## config.mk

```make
export PLATFORM = sky130hd
export DESIGN_NAME = sbc_spi_regs
export DESIGN_NICKNAME = d
export VERILOG_FILES = /design/src/shared/sbc_pkg.sv /design/src/core/sbc_sync.sv /design/src/core/sbc_spi_frame.sv /design/src/core/sbc_spi_regs.sv
export SDC_FILE = /design/constraint.sdc
export NUM_CORES = 1
export LEC_CHECK = 0
export BUFFER_PORTS_ARGS = -buffer_cell sky130_fd_sc_hd__buf_2
export CAP_MARGIN = 20
export CORE_AREA = 2 2 145 147
export DETAILED_ROUTE_END_ITERATION = 8
export DIE_AREA = 0 0 147 149
export PLACE_DENSITY = 0.71
export SYNTH_ARGS = -nofsm -noshare
export SYNTH_HDL_FRONTEND = slang
export SYNTH_SLANG_ARGS = --single-unit
export TNS_END_PERCENT = 50
```

## constraint.sdc

```tcl
create_clock -name clock_i -period 2.7 [get_ports clock_i]
set_clock_uncertainty 0.05 [all_clocks]
set_input_delay 0.54 -clock clock_i [delete_from_list [all_inputs] [get_ports clock_i]]
set_output_delay 0.54 -clock clock_i [all_outputs]
set_load 0.02 [all_outputs]
```

## src/shared/sbc_pkg.sv

```systemverilog
// Shared constants and types of the SPI register access layer
package sbc_pkg;
  // Frame layout: header in bits 15..12, data in bits 11..0
  localparam int FRAME_BITS = 16;
  localparam int DATA_BITS = 12;
  localparam int ADDR_HI = 15;
  localparam int ADDR_LO = 14;
  localparam int FSEL_BIT = 13;
  localparam int RO_BIT = 12;
  localparam int HDR_W = 4;
  // Mode register fields
  localparam int WDP_HI = 11;
  localparam int WDP_LO = 6;
  localparam int OM_HI = 5;
  localparam int OM_LO = 3;
  localparam int SDM_BIT = 2;
  localparam int EN_BIT = 1;
  localparam int RSS_W = 4;

  // Register addresses
  localparam logic [1:0] ADDR_MODE = 2'h0;
  localparam logic [1:0] ADDR_INT = 2'h1;
  localparam logic [1:0] ADDR_CFG = 2'h2;
  localparam logic [1:0] ADDR_PHY = 2'h3;

  // Operating mode codes
  localparam logic [2:0] OM_NONE = 3'h0;
  localparam logic [2:0] OM_NORMAL = 3'h1;
  localparam logic [2:0] OM_STANDBY = 3'h2;
  localparam logic [2:0] OM_INIT_FLASH = 3'h3;
  localparam logic [2:0] OM_SLEEP = 3'h4;
  localparam logic [2:0] OM_INIT_NORMAL = 3'h5;
  localparam logic [2:0] OM_LEAVE_FLASH = 3'h6;
  localparam logic [2:0] OM_FLASH = 3'h7;

  // Legal watchdog period codes
  localparam logic [5:0] WDP_C0 = 6'h09;
  localparam logic [5:0] WDP_C1 = 6'h0C;
  localparam logic [5:0] WDP_C2 = 6'h12;
  localparam logic [5:0] WDP_C3 = 6'h14;
  localparam logic [5:0] WDP_C4 = 6'h1B;
  localparam logic [5:0] WDP_C5 = 6'h24;
  localparam logic [5:0] WDP_C6 = 6'h2D;
  localparam logic [5:0] WDP_C7 = 6'h33;
  localparam logic [5:0] WDP_C8 = 6'h35;
  localparam logic [5:0] WDP_C9 = 6'h36;

  // Reset cause codes shown in the low nibble of the status word
  localparam logic [3:0] RSS_PIN = 4'h0;
  localparam logic [3:0] RSS_SPI_COUNT = 4'h1;
  localparam logic [3:0] RSS_ILLEGAL = 4'h2;
  localparam logic [3:0] RSS_FORBIDDEN = 4'h3;
  localparam logic [3:0] RSS_LEAVE_FLASH = 4'h4;
  localparam logic [3:0] RSS_FLASH_ENTRY = 4'hA;

  // Serial bit counter
  localparam logic [4:0] CNT_HEADER = 5'h04;
  localparam logic [4:0] CNT_FRAME = 5'h10;
  localparam logic [4:0] CNT_MAX = 5'h1F;

  // Pin synchroniser idle levels: {reset pin, chip select, clock, data}
  localparam logic [3:0] PIN_IDLE = 4'hC;

  localparam logic [11:0] WORD_ZERO = 12'h000;

  typedef enum logic [2:0] {
    ST_STARTUP,
    ST_RESTART,
    ST_NORMAL,
    ST_STANDBY,
    ST_FLASH,
    ST_SLEEP
  } sbc_op_state_t;
endpackage

```

## src/core/sbc_sync.sv

```systemverilog
// Two flip-flop synchroniser for pin inputs
`timescale 1ns/10ps
module sbc_sync #(
  parameter int W = 4,
  parameter logic [W-1:0] IDLE = '0
) (
  input wire logic clock_i,
  input wire logic sys_rst_i,
  input wire logic [W-1:0] async_i,
  output logic [W-1:0] sync_o
);
  typedef struct packed {
    logic [W-1:0] meta;
    logic [W-1:0] stable;
  } sbc_sync_state_t;

  sbc_sync_state_t q, d;

  // First stage feeds only the second stage
  always_comb begin
    d.meta = async_i;
    d.stable = q.meta;
  end

  always_ff @(posedge clock_i) begin
    if (sys_rst_i) begin
      q <= '{meta: IDLE, stable: IDLE};
    end else begin
      q <= d;
    end
  end

  assign sync_o = q.stable;
endmodule

```

## src/core/sbc_spi_frame.sv

```systemverilog
// Serial frame engine: edge detection, bit counting, shift in and out
`timescale 1ns/10ps
module sbc_spi_frame (
  input wire logic clock_i,
  input wire logic sys_rst_i,
  input wire logic sck_i,
  input wire logic cs_n_i,
  input wire logic sdi_i,
  input wire logic [11:0] tx_word_i,
  output logic [3:0] header_o,
  output logic header_ok_o,
  output logic [15:0] word_o,
  output logic done_o,
  output logic bad_o,
  output logic sdo_o,
  output logic sdo_oe_o
);
  typedef struct packed {
    logic sck_prev;
    logic cs_prev;
    logic active;
    logic [4:0] cnt;
    logic [15:0] shift;
    logic [10:0] tx;
    logic serial_out_pin;
    logic done;
    logic bad;
    logic [15:0] word;
  } sbc_frame_state_t;

  sbc_frame_state_t q, d;

  // Both clock edges are found from the sampled level, so delays match
  always_comb begin
    d = q;
    d.done = 1'b0;
    d.bad = 1'b0;
    d.sck_prev = sck_i;
    d.cs_prev = cs_n_i;
    if (q.cs_prev && !cs_n_i) begin
      d.active = 1'b1;
      d.cnt = '0;
      d.serial_out_pin = 1'b0;
    end else if (!q.cs_prev && cs_n_i && q.active) begin
      d.active = 1'b0;
      d.done = (q.cnt == sbc_pkg::CNT_FRAME);
      d.bad = (q.cnt != sbc_pkg::CNT_FRAME);
      d.word = q.shift;
    end else if (q.active && !cs_n_i) begin
      if (q.sck_prev && !sck_i) begin
        // Sample on falling edge, MSB first
        d.shift = {q.shift[14:0], sdi_i};
        if (q.cnt != sbc_pkg::CNT_MAX) begin
          d.cnt = q.cnt + 5'h01; // Saturates so long frames never wrap to 16
        end
      end else if (!q.sck_prev && sck_i) begin
        // Shift on rising edge; header slots return zero
        if (q.cnt == sbc_pkg::CNT_HEADER) begin
          d.serial_out_pin = tx_word_i[11];
          d.tx = tx_word_i[10:0];
        end else if (q.cnt > sbc_pkg::CNT_HEADER) begin
          d.serial_out_pin = q.tx[10];
          d.tx = {q.tx[9:0], 1'b0};
        end else begin
          d.serial_out_pin = 1'b0;
        end
      end
    end
  end

  always_ff @(posedge clock_i) begin
    if (sys_rst_i) begin
      q <= '{sck_prev: 1'b0, cs_prev: 1'b1, active: 1'b0, cnt: '0, shift: '0,
             tx: '0, serial_out_pin: 1'b0, done: 1'b0, bad: 1'b0, word: '0};
    end else begin
      q <= d;
    end
  end

  assign header_o = q.shift[3:0];
  assign header_ok_o = q.active && (q.cnt == sbc_pkg::CNT_HEADER);
  assign word_o = q.word;
  assign done_o = q.done;
  assign bad_o = q.bad;
  assign sdo_o = q.serial_out_pin;
  assign sdo_oe_o = q.active;
endmodule

```

## src/core/sbc_spi_regs.sv

```systemverilog
// SPI register access layer with Mode register and flash entry tracking
`timescale 1ns/10ps
module sbc_spi_regs (
  input wire logic clock_i,
  input wire logic sys_rst_i,
  input wire logic spi_clock_i,
  input wire logic chip_select_pin_n_i,
  input wire logic serial_in_pin_i,
  output logic serial_out_pin_o,
  output logic serial_out_pin_oe_o,
  input wire logic system_reset_pin_n_i,
  input wire logic [11:0] system_status_i,
  input wire logic [11:0] system_diagnosis_i,
  input wire logic [11:0] interrupt_flags_i,
  output logic enable_o,
  output logic sw_debug_relax_o,
  output logic [5:0] watchdog_period_code_o,
  output logic [2:0] op_state_code_o,
  output sbc_pkg::sbc_op_state_t op_state_o,
  output logic [3:0] reset_cause_bits_o,
  output logic watchdog_service_o,
  output logic force_reset_o,
  output logic spi_failure_o,
  output logic interrupt_read_o,
  output logic [11:0] interrupt_enable_o,
  output logic [11:0] special_setup_o,
  output logic [11:0] system_configuration_o,
  output logic [11:0] physical_layer_control_o,
  output logic [11:0] general_purpose_0_o,
  output logic [11:0] general_purpose_1_o
);
  typedef struct packed {
    sbc_pkg::sbc_op_state_t state;
    logic [5:0] wdp;
    logic [2:0] om;
    logic sw_debug_relax;
    logic en;
    logic [11:0] int_en;
    logic [11:0] special;
    logic [11:0] syscfg;
    logic [11:0] phy;
    logic [11:0] gp0;
    logic [11:0] gp1;
    logic [1:0] seq;
    logic armed;
    logic [3:0] reset_cause_bits;
    logic svc;
    logic rst;
    logic fail;
    logic irq_rd;
  } sbc_regs_state_t;

  localparam sbc_regs_state_t POR = '{state: sbc_pkg::ST_STARTUP, wdp: '0, om: sbc_pkg::OM_NONE, sw_debug_relax: 1'b0,
    en: 1'b0, int_en: sbc_pkg::WORD_ZERO, special: sbc_pkg::WORD_ZERO, syscfg: sbc_pkg::WORD_ZERO,
    phy: sbc_pkg::WORD_ZERO, gp0: sbc_pkg::WORD_ZERO, gp1: sbc_pkg::WORD_ZERO, seq: '0, armed: 1'b0,
    reset_cause_bits: sbc_pkg::RSS_PIN, svc: 1'b0, rst: 1'b0, fail: 1'b0, irq_rd: 1'b0};

  sbc_regs_state_t q, d;
  logic [3:0] pins_s;
  logic [3:0] header;
  logic header_ok;
  logic [15:0] word;
  logic done;
  logic bad;
  logic [11:0] tx_word;

  // Start-up and Restart share the reduced register set
  function automatic logic is_boot(input sbc_pkg::sbc_op_state_t s);
    return (s == sbc_pkg::ST_STARTUP) || (s == sbc_pkg::ST_RESTART);
  endfunction

  // Normal and Standby reach the application registers
  function automatic logic is_run(input sbc_pkg::sbc_op_state_t s);
    return (s == sbc_pkg::ST_NORMAL) || (s == sbc_pkg::ST_STANDBY);
  endfunction

  function automatic logic wdp_legal(input logic [5:0] c);
    case (c)
      sbc_pkg::WDP_C0, sbc_pkg::WDP_C1, sbc_pkg::WDP_C2, sbc_pkg::WDP_C3, sbc_pkg::WDP_C4,
      sbc_pkg::WDP_C5, sbc_pkg::WDP_C6, sbc_pkg::WDP_C7, sbc_pkg::WDP_C8, sbc_pkg::WDP_C9: return 1'b1;
      default: return 1'b0;
    endcase
  endfunction

  // All pins cross into the clock domain before use
  sbc_sync #(
    .W(4),
    .IDLE(sbc_pkg::PIN_IDLE)
  ) u_sync (
    .clock_i(clock_i),
    .sys_rst_i(sys_rst_i),
    .async_i({system_reset_pin_n_i, chip_select_pin_n_i, spi_clock_i, serial_in_pin_i}),
    .sync_o(pins_s)
  );

  sbc_spi_frame u_frame (
    .clock_i(clock_i),
    .sys_rst_i(sys_rst_i),
    .sck_i(pins_s[1]),
    .cs_n_i(pins_s[2]),
    .sdi_i(pins_s[0]),
    .tx_word_i(tx_word),
    .header_o(header),
    .header_ok_o(header_ok),
    .word_o(word),
    .done_o(done),
    .bad_o(bad),
    .sdo_o(serial_out_pin_o),
    .sdo_oe_o(serial_out_pin_oe_o)
  );

  // Feedback word picked from the header as soon as it is complete
  always_comb begin
    tx_word = sbc_pkg::WORD_ZERO;
    if (header_ok) begin
      case (header[3:2])
        sbc_pkg::ADDR_MODE: begin
          tx_word = header[1] ? system_diagnosis_i
                              : {system_status_i[11:4], q.reset_cause_bits};
        end
        sbc_pkg::ADDR_INT: begin
          if (!header[1]) begin
            tx_word = q.int_en;
          end else begin
            tx_word = is_boot(q.state) ? q.special : interrupt_flags_i;
          end
        end
        sbc_pkg::ADDR_CFG: begin
          tx_word = header[1] ? q.gp0 : q.syscfg;
        end
        sbc_pkg::ADDR_PHY: begin
          tx_word = header[1] ? q.gp1 : q.phy;
        end
        default: begin
          tx_word = sbc_pkg::WORD_ZERO;
        end
      endcase
    end
  end

  // Frame decode, Mode register checks and operating state tracking
  always_comb begin
    logic [1:0] addr;
    logic fsel;
    logic ro;
    logic [11:0] data;
    logic [5:0] wdp;
    logic [2:0] om;
    logic rst_req;
    logic [3:0] cause;
    addr = word[sbc_pkg::ADDR_HI:sbc_pkg::ADDR_LO];
    fsel = word[sbc_pkg::FSEL_BIT];
    ro = word[sbc_pkg::RO_BIT];
    data = word[sbc_pkg::DATA_BITS-1:0];
    wdp = data[sbc_pkg::WDP_HI:sbc_pkg::WDP_LO];
    om = data[sbc_pkg::OM_HI:sbc_pkg::OM_LO];
    rst_req = 1'b0;
    cause = sbc_pkg::RSS_PIN;
    d = q;
    d.svc = 1'b0;
    d.rst = 1'b0;
    d.fail = 1'b0;
    d.irq_rd = 1'b0;
    if (bad) begin
      // Miscounted frames are dropped whole
      if (is_boot(q.state)) begin
        rst_req = 1'b1;
        cause = sbc_pkg::RSS_SPI_COUNT;
      end else begin
        d.fail = 1'b1;
      end
    end else if (done) begin
      if ((addr == sbc_pkg::ADDR_INT) && fsel && !is_boot(q.state)) begin
        d.irq_rd = 1'b1; // Flags clear on read, even read only
      end
      if (!ro) begin
        case (addr)
          sbc_pkg::ADDR_MODE: begin
            // Accepted whatever the state; codes are checked first
            if (!wdp_legal(wdp) || (om == sbc_pkg::OM_NONE)) begin
              rst_req = 1'b1;
              cause = sbc_pkg::RSS_ILLEGAL;
            end else begin
              d.svc = 1'b1;
              d.wdp = wdp;
              d.om = om;
              d.sw_debug_relax = data[sbc_pkg::SDM_BIT];
              d.en = data[sbc_pkg::EN_BIT];
              case (q.state)
                sbc_pkg::ST_STARTUP, sbc_pkg::ST_RESTART: begin
                  d.armed = 1'b0;
                  d.seq = '0;
                  if (om == sbc_pkg::OM_INIT_NORMAL) begin
                    d.state = sbc_pkg::ST_NORMAL;
                  end else if ((om == sbc_pkg::OM_INIT_FLASH) && q.armed) begin
                    d.state = sbc_pkg::ST_FLASH;
                  end else begin
                    rst_req = 1'b1;
                    cause = sbc_pkg::RSS_FORBIDDEN;
                  end
                end
                sbc_pkg::ST_NORMAL: begin
                  case (om)
                    sbc_pkg::OM_NORMAL: begin
                      d.seq = (q.seq == 2'h2) ? 2'h3 : 2'h1;
                    end
                    sbc_pkg::OM_FLASH: begin
                      if (q.seq == 2'h1) begin
                        d.seq = 2'h2;
                      end else if (q.seq == 2'h3) begin
                        rst_req = 1'b1;
                        cause = sbc_pkg::RSS_FLASH_ENTRY;
                      end else begin
                        rst_req = 1'b1;
                        cause = sbc_pkg::RSS_FORBIDDEN;
                      end
                    end
                    sbc_pkg::OM_STANDBY: begin
                      d.state = sbc_pkg::ST_STANDBY;
                      d.seq = '0;
                    end
                    sbc_pkg::OM_SLEEP: begin
                      d.state = sbc_pkg::ST_SLEEP;
                      d.seq = '0;
                    end
                    default: begin
                      rst_req = 1'b1;
                      cause = sbc_pkg::RSS_FORBIDDEN;
                    end
                  endcase
                end
                sbc_pkg::ST_STANDBY: begin
                  case (om)
                    sbc_pkg::OM_NORMAL: begin
                      d.state = sbc_pkg::ST_NORMAL;
                      d.seq = 2'h1;
                    end
                    sbc_pkg::OM_STANDBY: begin
                      d.state = sbc_pkg::ST_STANDBY;
                    end
                    sbc_pkg::OM_SLEEP: begin
                      d.state = sbc_pkg::ST_SLEEP;
                    end
                    default: begin
                      rst_req = 1'b1;
                      cause = sbc_pkg::RSS_FORBIDDEN;
                    end
                  endcase
                end
                sbc_pkg::ST_FLASH: begin
                  if (om == sbc_pkg::OM_LEAVE_FLASH) begin
                    rst_req = 1'b1; // Leaving flash resets the controller into Start-up
                    cause = sbc_pkg::RSS_LEAVE_FLASH;
                  end else if (om != sbc_pkg::OM_FLASH) begin
                    rst_req = 1'b1;
                    cause = sbc_pkg::RSS_FORBIDDEN;
                  end
                end
                default: begin
                  rst_req = 1'b1;
                  cause = sbc_pkg::RSS_FORBIDDEN;
                end
              endcase
            end
          end
          sbc_pkg::ADDR_INT: begin
            if (is_boot(q.state)) begin
              d.special = data;
            end else if (q.state != sbc_pkg::ST_SLEEP) begin
              d.int_en = data;
            end
          end
          sbc_pkg::ADDR_CFG: begin
            if (is_run(q.state)) begin
              d.syscfg = data;
            end else if (q.state != sbc_pkg::ST_SLEEP) begin
              d.gp0 = data;
            end
          end
          sbc_pkg::ADDR_PHY: begin
            if (is_run(q.state)) begin
              d.phy = data;
            end else if (q.state != sbc_pkg::ST_SLEEP) begin
              d.gp1 = data;
            end
          end
          default: begin
            d.svc = 1'b0;
          end
        endcase
      end
    end
    // A forced reset discards the access and clears the Mode fields
    if (rst_req) begin
      d = POR;
      d.rst = 1'b1;
      d.reset_cause_bits = cause;
      d.armed = (cause == sbc_pkg::RSS_FLASH_ENTRY);
      d.state = ((cause == sbc_pkg::RSS_FLASH_ENTRY) || (cause == sbc_pkg::RSS_LEAVE_FLASH))
                ? sbc_pkg::ST_STARTUP : sbc_pkg::ST_RESTART;
    end
    // Low reset pin holds everything cleared except the reset cause bits; armed flash entry survives it
    if (!pins_s[3]) begin
      d = POR;
      d.reset_cause_bits = q.reset_cause_bits;
      d.armed = q.armed;
    end
  end

  always_ff @(posedge clock_i) begin
    if (sys_rst_i) begin
      q <= POR;
    end else begin
      q <= d;
    end
  end

  assign enable_o = q.en;
  assign sw_debug_relax_o = q.sw_debug_relax;
  assign watchdog_period_code_o = q.wdp;
  assign op_state_code_o = q.om;
  assign op_state_o = q.state;
  assign reset_cause_bits_o = q.reset_cause_bits;
  assign watchdog_service_o = q.svc;
  assign force_reset_o = q.rst;
  assign spi_failure_o = q.fail;
  assign interrupt_read_o = q.irq_rd;
  assign interrupt_enable_o = q.int_en;
  assign special_setup_o = q.special;
  assign system_configuration_o = q.syscfg;
  assign physical_layer_control_o = q.phy;
  assign general_purpose_0_o = q.gp0;
  assign general_purpose_1_o = q.gp1;
endmodule

```

==> results of run 1 <==
==> through the flow <==
step	hold WS [ns]	setup WS [ns]	utilization, %	std cells	power (W)
floorplan	0.3395	0.2766	-	897	0.002486
global placement	0.3437	0.1434	40.44	1192	0.002527
detailed placement	0.3464	0.1316	40.44	1192	0.002528
CTS	0.2403	0.1062	43.42	1223	0.005000
global route	0.2613	0.002794	43.49	1223	0.005103
finish	0.2558	0.1257	43.49	1223	0.004964
==> layer usage <==
layer	GRT usage (%)	up-vias
li1	-	3090
met1	25.17	3017
met2	30.73	243
met3	4.220	28
met4	7.885	0
met5	0	-
==> final cells by class <==
| type | instances | area [µm²] | share of cell area, % |
|---|---|---|---|
| multi-input cells | 575 | 3780 | 42.28 |
| flip-flops and latches | 159 | 3187 | 35.65 |
| repair buffers | 173 | 978.4 | 10.94 |
| clock buffers | 20 | 456.7 | 5.108 |
| well taps | 275 | 344.1 | 3.849 |
| clock inverters | 11 | 156.4 | 1.749 |
| inverters | 10 | 37.54 | 0.4199 |
==> registers in the layout (all words and copies together) (netlist names), 3 cells and up <==
name / flops
op_state_code_o: 3
special_setup_o: 12
general_purpose_0_o: 12
physical_layer_control_o: 12
op_state_o: 3
u_sync.d: 4
general_purpose_1_o: 12
interrupt_enable_o: 12
u_sync.sync_o: 4
watchdog_period_code_o: 6
reset_cause_bits_o: 4
u_frame.word_o: 16
system_configuration_o: 12
u_frame.header_o: 4
q: 3
u_frame.q: 30
==> worst min-delay path by stage <==
stage                                       from                          end  slack, ns  depth (start not counted)
after global placement    u_sync.d[3]$_SDFF_PP1_  u_sync.sync_o[3]$_SDFF_PP1_       0.34                          1
after CTS                   system_reset_pin_n_i       u_sync.d[3]$_SDFF_PP1_       0.24                          2
final                       system_reset_pin_n_i       u_sync.d[3]$_SDFF_PP1_       0.26                          2
after global routing         chip_select_pin_n_i       u_sync.d[2]$_SDFF_PP1_       0.26                          2
after floorplan           u_sync.d[2]$_SDFF_PP1_  u_sync.sync_o[2]$_SDFF_PP1_       0.34                          1
after detailed placement  u_sync.d[2]$_SDFF_PP1_  u_sync.sync_o[2]$_SDFF_PP1_       0.35                          1
==> synth_stat cells (8+ instances only) <==
master                     count
sky130_fd_sc_hd__dfxtp_1     159
sky130_fd_sc_hd__nor2_1      143
sky130_fd_sc_hd__mux2i_1     127
sky130_fd_sc_hd__buf_4        91
sky130_fd_sc_hd__nand2_1      62
sky130_fd_sc_hd__a21oi_1      52
sky130_fd_sc_hd__clkbuf_1     42
sky130_fd_sc_hd__nor3_1       16
sky130_fd_sc_hd__a211oi_1     14
sky130_fd_sc_hd__nor2b_1      13
sky130_fd_sc_hd__inv_1        10
sky130_fd_sc_hd__nor2_4       10
sky130_fd_sc_hd__o21ai_0      10
sky130_fd_sc_hd__o22ai_1      10
sky130_fd_sc_hd__or2_2         9
sky130_fd_sc_hd__a221o_1       8
sky130_fd_sc_hd__nor3b_1       8
sky130_fd_sc_hd__o211ai_1      8
==> power groups by stage <==
| stage | clock network [W] | logic (W) | registers [W] |
|---|---|---|---|
| CTS | 0.00252 | 0.000119 | 0.00236 |
| detailed placement | 0 | 0.000119 | 0.00241 |
| global placement | 0 | 0.000118 | 0.00241 |
| global route | 0.00262 | 0.000129 | 0.00236 |
| floorplan | 0 | 0.0000774 | 0.00241 |
| finish | 0.00249 | 0.000119 | 0.00236 |
==> cells by family after synthesis <==
kind of cell | after synthesis | share of synthesized area [%]
AO/OA/AOI/OAI | 129 | 10.70
XOR/XNOR | 5 | 0.6451
adder cells (fa/ha/maj) | 3 | 0.4720
buffers and inverters | 163 | 12.66
flip-flops | 159 | 40.02
multiplexers | 134 | 17.26
AND/OR/NAND/NOR | 304 | 18.25
==> metrics, run 1 <==
Yosys top cell area share=roughly two fifths; CTS tree=yes; CTS root buf=sky130_fd_sc_hd__clkbuf_16; Met1 Wirelength=9.219 mm; final design area excluding fillers=just under 0.009 mm²; relative contribution of the clock network to total power=approximately half; count of flip-flops with a built-in enable after synthesis=0; highest routing layer actually used=met4; fin crit period=2.574 ns; clock latency at the later pin of the worst-skew pair=approximately 0.42 ns; Int Power=~0.0039 W; number of setup buffers added after CTS=0; post-detail-place hpwl=14.97 mm; leading cell types in the layout, fill and taps excluded=sky130_fd_sc_hd__dfxtp_1 (156), sky130_fd_sc_hd__nor2_1 (143), sky130_fd_sc_hd__buf_2 (133); count of input and output buffers=between 100 and 150; Max transition margin=between 40% and 50%; setup repair after global routing missed its margin=no; fraction of the cycle the final worst path needs=roughly 95%; H-tree Lvls=4; clock tree sinks=around 160; Seq/Total Area, Yosys=roughly 40%; Net Count, Synth=~940; die outline area=around 0.022 mm²; register clock-pin slew on the reported worst setup and hold paths=~0.060 ns; library cells used by synthesis=62; DRC violation count after routing=0; antenna violations before repair=0; post-cts hold buffer count=0; Buf+Inv Stages, Crit Path=1; # nets final=981; critical path start-end classification=reg2reg; Hold Fails Final Rpt=0; share of power burned in registers=47.5%; Ys Warns=0; Fmax=roughly 390 MHz; total negative slack for setup checks=0 ns; number of gates given a new drive strength after cts=0; Worst setup EP type=register; cell repeated most along the worst path=sky130_fd_sc_hd__nor2_1; initial core utilization=38.69%; data required time of the critical path=3.00 ns; CTS max path bufs=2; Met3 Wirelength=1.649 mm; Yosys top cell by area=sky130_fd_sc_hd__dfxtp_1; leakage power of the design=between 3 and 4 nW; total of flip-flops plus latches after synthesis=approximately 160; total detailed-routing wirelength=roughly 21 mm; die outline height=approximately 150 µm; switching component of the power=~0.0011 W; antenna diode count=0; average footprint of a synthesized cell=just under 9 µm²; via count of the first global-routing pass=5855; remaining global-route overflow=0; max capacitance violation total=0; Synth Cell Area=a little under 0.008 mm²; power per cell area=555.3 mW/mm²; Num CTS Buffers=17; maximum number of pins on one net before global-route repair=between 80 and 90; CP max stage cell=sky130_fd_sc_hd__dfxtp_2; Pre-antenna DRT Iters=5; drt initial violations=~530; Area contributors post-synth=sky130_fd_sc_hd__dfxtp_1 (40%), sky130_fd_sc_hd__mux2i_1 (16%), sky130_fd_sc_hd__buf_4 (8.6%); reg-to-reg critical path endpoint=physical_layer_control_o[2]$_SDFFE_PP0P_; net switching share of the total power=21.31%; area overhead of the layout relative to synthesis=12.40%; Routability Congestion=around 0.87; global-route wire length before repair=roughly 33 mm; maximum fanout along the worst path=85; Via Count=~6400; capture point of the worst path=physical_layer_control_o[2]$_SDFFE_PP0P_; crit start category=register; share of total power in combinational logic=2.4%; Detail Route met2 WL=between 9 and 10 mm; worst reg-to-reg path cell count=8; detailed-route vias per instance=about 5.2; horizontal extent of the die=approximately 150 µm; total global routing track utilization=between 10% and 20%; largest voltage drop on the vdd net=about 0.30 mV; final antenna-violating net count=0; status=complete, no violations; crit path launch=u_frame.word_o[5]$_SDFFE_PP0P_; most common cell after layout, fill and taps aside=sky130_fd_sc_hd__dfxtp_1; Slew @ Worst Pin=0.8111 ns; I/O pins=between 100 and 150; critical path, cell by cell=xor2_2 -> and2_1 -> nor2_1 -> a32o_2 -> o31a_1 -> or3_4 -> buf_12 -> nor2_1; Levels on crit path=8; path class of the lowest-slack min-delay path=in2reg; Data arrival, critical path=2.88 ns; Most used DFF post-synth=sky130_fd_sc_hd__dfxtp_1; average wire per standard cell=17.25 µm; fraction of layout cells with a size suffix above 1=~25%; worst setup slack for register-to-register paths=0.13 ns; gate count of the mapped netlist=around 900; pins over their slew limit=0; core outline area=approximately 0.021 mm²; post-placement cell area=between 0.008 and 0.009 mm²; Worst path max stage delay=0.45 ns; Final Setup Violations=0; cell family with the largest share of critical-path delay=simple AND/OR/NAND/NOR gates; share of flip-flops with an asynchronous set or reset after synthesis=0%; worst r2r src=u_frame.word_o[5]$_SDFFE_PP0P_; row count=53; fill cell instance count of the final layout=1992
(Power assumes the default switching activity.)
==> inputs of run 2 (changes only) <==
Settings changed: CORE_AREA 2 2 145 147 to 2 2 124 126, DIE_AREA 0 0 147 149 to 0 0 126 128, PLACE_DENSITY 0.71 to 0.89.
==> run 2 against run 1 <==
  * Global-route usage grew 6.7 points
  * Sequential share of layout area grew 0.29 points
  * Highest routed layer unchanged
  * Cell count fell by 6.7%
  * Sequential cell count is the same
  * Non-clock buffer count up 3
  * Clock power about the same
  * Register-to-register slack got worse by 0.07 ns
  * First-iteration DRC count is 25% higher
  * Sequential power is essentially flat
  * Cell area fell by 0.80%
  * Clock-buffer cell count unchanged
==> metrics, run 2 (synthesized netlist as in run 1, its figures left out) <==
Max transition margin=42.09% (was 45.17%); maximum number of pins on one net before global-route repair=86 (unchanged); core outline area=0.01486 mm² (was 0.02056 mm²); horizontal extent of the die=126 µm (was 147 µm); count of input and output buffers=133 (unchanged); Slew @ Worst Pin=0.8687 ns (was 0.8111 ns); critical path start-end classification=reg2reg (unchanged); setup repair after global routing missed its margin=no (unchanged); cell repeated most along the worst path=sky130_fd_sc_hd__nor2_1 (unchanged); register clock-pin slew on the reported worst setup and hold paths=0.06 ns (about the same); data required time of the critical path=3.01 ns (was 3.00 ns); CTS tree=yes (unchanged); power per cell area=563.5 mW/mm² (was 555.3 mW/mm²); status=complete, no violations (unchanged); fill cell instance count of the final layout=1197 (was 1992); post-detail-place hpwl=14.36 mm (was 14.97 mm); Pre-antenna DRT Iters=5 (unchanged); area taken by multi-input logic gates=0.003780 mm² (unchanged); area used by sequential logic in the layout=0.003187 mm² (unchanged); max capacitance violation total=0 (unchanged); drt initial violations=665 (was 531); cell family with the largest share of critical-path delay=simple AND/OR/NAND/NOR gates (unchanged); die outline height=128 µm (was 149 µm); Data arrival, critical path=2.95 ns (was 2.88 ns); CTS root buf=sky130_fd_sc_hd__clkbuf_16 (unchanged); die outline area=0.01613 mm² (was 0.02190 mm²); total negative slack for setup checks=0 ns (unchanged); global-route wire length before repair=33.11 mm (was 32.60 mm); initial core utilization=53.51% (was 38.69%); cell depth of the worst hold path=2 (unchanged); Fmax=378.6 MHz (was 388.5 MHz); most common cell after layout, fill and taps aside=sky130_fd_sc_hd__dfxtp_1 (unchanged); row count=45 (was 53); path class of the lowest-slack min-delay path=in2reg (unchanged); antenna violations before repair=1 (was 0); post-cts hold buffer count=0 (unchanged); CTS max path bufs=2 (unchanged); total global routing track utilization=25.84% (was 19.17%); crit start category=register (unchanged); H-tree Lvls=4 (unchanged); clock tree sinks=159 (unchanged); I/O pins=138 (unchanged); Final Setup Violations=0 (unchanged); leakage power of the design=3.999 nW (was 3.971 nW); total detailed-routing wirelength=21.20 mm (was 21.09 mm); DRC violation count after routing=0 (unchanged); Levels on crit path=8 (unchanged); Hold Fails Final Rpt=0 (unchanged); Worst setup EP type=register (unchanged); area overhead of the layout relative to synthesis=11.50% (was 12.40%); fin crit period=2.641 ns (was 2.574 ns); remaining global-route overflow=0 (unchanged); critical path, cell by cell=xor2_2 -> and2_1 -> nor2_1 -> a32o_2 -> o31a_1 -> or3_4 -> buf_12 -> nor2_1 (unchanged); clock latency at the later pin of the worst-skew pair=0.43 ns (was 0.42 ns); Num CTS Buffers=17 (unchanged); maximum fanout along the worst path=85 (unchanged); worst reg-to-reg path cell count=8 (unchanged); fraction of layout cells with a size suffix above 1=25.32% (was 25.11%); largest reg by FF count=u_frame.q (unchanged); detailed-route vias per instance=5.931 (was 5.215); Place WS=0.1056 ns (was 0.1316 ns); fraction of the cycle the final worst path needs=97.83% (was 95.34%); average wire per standard cell=18.58 µm (was 17.25 µm); Buf+Inv Stages, Crit Path=1 (unchanged); via count of the first global-routing pass=6317 (was 5855); # nets final=984 (was 981); Routability Congestion=0.9229 (was 0.8678); CP max stage cell=sky130_fd_sc_hd__dfxtp_1 (was sky130_fd_sc_hd__dfxtp_2); Via Count=6767 (was 6378); largest voltage drop on the vdd net=0.4862 mV (was 0.3015 mV); Worst path max stage delay=0.51 ns (was 0.45 ns); leading cell types in the layout, fill and taps excluded=sky130_fd_sc_hd__dfxtp_1 (156), sky130_fd_sc_hd__nor2_1 (143), sky130_fd_sc_hd__buf_2 (133) (unchanged); pins over their slew limit=0 (unchanged); final antenna-violating net count=0 (unchanged); number of flip-flops in the largest register=30 (unchanged); least setup slack across all paths after layout=0.05861 ns (was 0.1257 ns)
run 2: changes by cell type in the layout (fill, tap and decap cells not counted), sizes merged:
| cell | delta |
|---|---|
| diode | +1 |
| inv | +1 |
| buf | +3 |
run 2: cell type report:
type | instances | share of cell area [%]
clock buffers | 20 | 5.037
flip-flops and latches | 159 | 35.93
inverters | 10 | 0.4233
multi-input cells | 575 | 42.62
well taps | 188 | 2.652
clock inverters | 12 | 2.017
repair buffers | 176 | 11.29
diodes | 1 | 0.02822
run 2: path summary, 6_finish.rpt:
kind | startpoint | end | slack (ns)
max reg2reg | u_frame.word_o[4]$_SDFFE_PP0P_ | physical_layer_control_o[6]$_SDFFE_PP0P_ | 0.06
max | u_frame.word_o[4]$_SDFFE_PP0P_ | physical_layer_control_o[6]$_SDFFE_PP0P_ | 0.06
min reg2reg | u_sync.d[3]$_SDFF_PP1_ | u_sync.sync_o[3]$_SDFF_PP1_ | 0.36
min | chip_select_pin_n_i | u_sync.d[2]$_SDFF_PP1_ | 0.24
run 2: metrics by stage:
stage               hold WS, ns  instance area (µm²)  total power, W  utilization (%)  instances
floorplan                0.3395                 7954        0.002486                -        897
detailed placement       0.3428                 8227        0.002525            55.35       1108
CTS                      0.2310                 8852        0.005012            59.55       1140
finish                   0.2392                 8869        0.004997            59.66       1141
global placement         0.3413                 8227        0.002524            55.35       1108
global route             0.2330                 8869        0.005123            59.66       1141
run 2: report_power, final:
group / switching [W] / total [W] / internal (W)
combinational: 0.0000757 / 0.000118 / 0.0000418
sequential: 0.00000443 / 0.00236 / 0.00235
clock: 0.00102 / 0.00252 / 0.00151
run 2: per-layer routing:
metal / wire (µm) / track usage [%] / vias to the layer above
met5: 0 / 0 / -
met4: 929 / 12.73 / 0
met3: 2021 / 6.553 / 65
li1: - / - / 3098
met2: 9598 / 40.32 / 390
met1: 8654 / 33.46 / 3214
run 2: what timing repair did:
action / in CTS / in global routing
resized for setup: 0 / 4
buffers inserted: 0 / 0
setup endpoints to repair: 0 / 86
run 2: worst register-to-register path: stages (launching register included):
cell                      delay (ns)
sky130_fd_sc_hd__dfxtp_1        0.51
sky130_fd_sc_hd__xor2_2         0.24
sky130_fd_sc_hd__and2_1         0.20
sky130_fd_sc_hd__nor2_1         0.08
sky130_fd_sc_hd__a32o_2         0.32
sky130_fd_sc_hd__o31a_1         0.31
sky130_fd_sc_hd__or3_4          0.38
sky130_fd_sc_hd__buf_12         0.21
sky130_fd_sc_hd__nor2_1         0.28
==> inputs of run 3 (changes only) <==
Settings changed: CORE_AREA 2 2 124 126 to 8 8 130 132, DIE_AREA 0 0 126 128 to 0 0 138 140, GPL_ROUTABILITY_DRIVEN set to 0.
==> run 3 against run 2 <==
  * Register-to-register slack better by 0.09 ns
  * Clock-buffer cell count is 1 lower
  * Largest cell class unchanged
  * Die area up 20%
  * Maximum frequency is 3.7% higher
  * Cell area decreased by 0.86%
  * Routed wire length is 0.82% lower
  * Setup slack improved by 0.094 ns
  * Clock power down 2%
  * Sequential cell count unchanged
  * Critical path depth unchanged
  * Global-route usage down 4.7 points
==> metrics, run 3 (synthesized netlist as in run 1, its figures left out) <==
cell depth of the worst hold path=2 (unchanged); leakage power of the design=3.954 nW (was 3.999 nW); Pre-antenna DRT Iters=6 (was 5); Fmax=392.6 MHz (was 378.6 MHz); area overhead of the layout relative to synthesis=10.54% (was 11.50%); drt initial violations=686 (was 665); die outline height=140 µm (was 128 µm); fill cell instance count of the final layout=1165 (was 1197); leading cell types in the layout, fill and taps excluded=sky130_fd_sc_hd__dfxtp_1 (156), sky130_fd_sc_hd__nor2_1 (143), sky130_fd_sc_hd__buf_2 (133) (unchanged); Worst setup EP type=register (unchanged); data required time of the critical path=3.01 ns (about the same); fraction of the cycle the final worst path needs=94.34% (was 97.83%); Final Setup Violations=0 (unchanged); CTS root buf=sky130_fd_sc_hd__clkbuf_16 (unchanged); total detailed-routing wirelength=21.03 mm (was 21.20 mm); Max transition margin=45.96% (was 42.09%); Slew @ Worst Pin=0.8082 ns (was 0.8687 ns); area used by sequential logic in the layout=0.003187 mm² (unchanged); max capacitance violation total=0 (unchanged); total global routing track utilization=21.10% (was 25.84%); die outline area=0.01932 mm² (was 0.01613 mm²); clock latency at the later pin of the worst-skew pair=0.43 ns (about the same); setup repair after global routing missed its margin=no (unchanged); total negative slack for setup checks=0 ns (unchanged); critical path start-end classification=reg2reg (unchanged); number of setup buffers added after CTS=0 (unchanged); via count of the first global-routing pass=6275 (was 6317); maximum fanout along the worst path=85 (unchanged); H-tree Lvls=4 (unchanged); worst reg-to-reg path cell count=8 (unchanged); antenna violations before repair=0 (was 1); power per cell area=561.0 mW/mm² (was 563.5 mW/mm²); final antenna-violating net count=0 (unchanged); Via Count=6654 (was 6767); fraction of layout cells with a size suffix above 1=24.68% (was 25.32%); area taken by multi-input logic gates=0.003775 mm² (was 0.003780 mm²); maximum number of pins on one net before global-route repair=86 (unchanged); CTS max path bufs=2 (unchanged); number of flip-flops in the largest register=30 (unchanged); pins over their slew limit=0 (unchanged); Data arrival, critical path=2.86 ns (was 2.95 ns); minimum hold slack=0.2445 ns (was 0.2392 ns); I/O pins=138 (unchanged); remaining global-route overflow=0 (unchanged); final design area excluding fillers=0.008792 mm² (was 0.008869 mm²); CTS tree=yes (unchanged); average wire per standard cell=18.58 µm (about the same); total instance count after detailed placement=1100 (was 1108); post-placement cell area=0.008179 mm² (was 0.008227 mm²); largest reg by FF count=u_frame.q (unchanged); row count=45 (unchanged); clock tree sinks=159 (unchanged); detailed-route vias per instance=5.878 (was 5.931); core outline area=0.01486 mm² (unchanged); post-detail-place hpwl=14.79 mm (was 14.36 mm); most common cell after layout, fill and taps aside=sky130_fd_sc_hd__dfxtp_1 (unchanged); crit start category=register (unchanged); initial core utilization=53.51% (unchanged); largest voltage drop on the vdd net=0.5116 mV (was 0.4862 mV); horizontal extent of the die=138 µm (was 126 µm); Num CTS Buffers=17 (unchanged); antenna diode count=0 (was 1); Hold Fails Final Rpt=0 (unchanged); status=complete, no violations (unchanged); path class of the lowest-slack min-delay path=in2reg (unchanged); post-route total power=0.004932 W (was 0.004997 W); global-route wire length before repair=33.20 mm (was 33.11 mm); count of input and output buffers=133 (unchanged); # nets final=976 (was 984); fin crit period=2.547 ns (was 2.641 ns); Cell Count, Final, Fillers Out=1132 (was 1141); DRC violation count after routing=0 (unchanged); register clock-pin slew on the reported worst setup and hold paths=0.06 ns (about the same)
run 3: changes by cell type in the layout (fill, tap and decap cells not counted), sizes merged:
cell and change:
clkinvlp -1, inv -2, clkbuf -1, diode -1
buf -8, clkinv +4
run 3: through the flow:
step | setup slack, ns | utilization [%]
2_1_floorplan | 0.2766 | -
3_3_place_gp | 0.2047 | 55.03
3_5_place_dp | 0.1343 | 55.03
4_1_cts | 0.1080 | 59.09
5_1_grt | 0.02966 | 59.15
6_report | 0.1528 | 59.15
run 3: layout make-up:
class | count | share of cell area (%)
clock buffers | 19 | 5.038
clock inverters | 13 | 1.836
flip-flops and latches | 159 | 36.25
well taps | 188 | 2.675
multi-input cells | 575 | 42.93
inverters | 10 | 0.4269
repair buffers | 168 | 10.84
run 3: repair_timing:
item	4_1_cts	5_1_grt
endpoints found under the setup margin	0	72
hold buffers	0	0
resized for setup	0	3
run 3: metal layers:
metal | track usage (%) | share of wire, %
met2 | 32.80 | 45
met5 | 0 | 0
met1 | 25.49 | 41
met4 | 12.19 | 4.7
met3 | 6.322 | 9.2
run 3: final timing paths:
check             slack (ns)                              endpoint                           start
setup / recovery        0.15  general_purpose_1_o[11]$_SDFFE_PP0P_  u_frame.word_o[5]$_SDFFE_PP0P_
hold / removal          0.24                u_sync.d[3]$_SDFF_PP1_            system_reset_pin_n_i
setup reg to reg        0.15  general_purpose_1_o[11]$_SDFFE_PP0P_  u_frame.word_o[5]$_SDFFE_PP0P_
hold reg to reg         0.36           u_sync.sync_o[2]$_SDFF_PP1_          u_sync.d[2]$_SDFF_PP1_
run 3: power breakdown:
part           switching, W  leakage, nW  total [W]  internal [W]
Sequential       0.00000430         1.28    0.00236       0.00235
Combinational     0.0000760         2.37   0.000118     0.0000417
Clock              0.000977        0.297    0.00246       0.00148
Total               0.00106         3.95    0.00493       0.00388
run 3: critical path: stages (launching register included):
cell and delay, ns:
sky130_fd_sc_hd__dfxtp_2 0.40, sky130_fd_sc_hd__buf_4 0.23, sky130_fd_sc_hd__nand4_1 0.21, sky130_fd_sc_hd__nor2_1 0.19
sky130_fd_sc_hd__o22ai_1 0.17, sky130_fd_sc_hd__o31a_1 0.37, sky130_fd_sc_hd__or3_4 0.40, sky130_fd_sc_hd__buf_12 0.24
sky130_fd_sc_hd__nor2_1 0.17
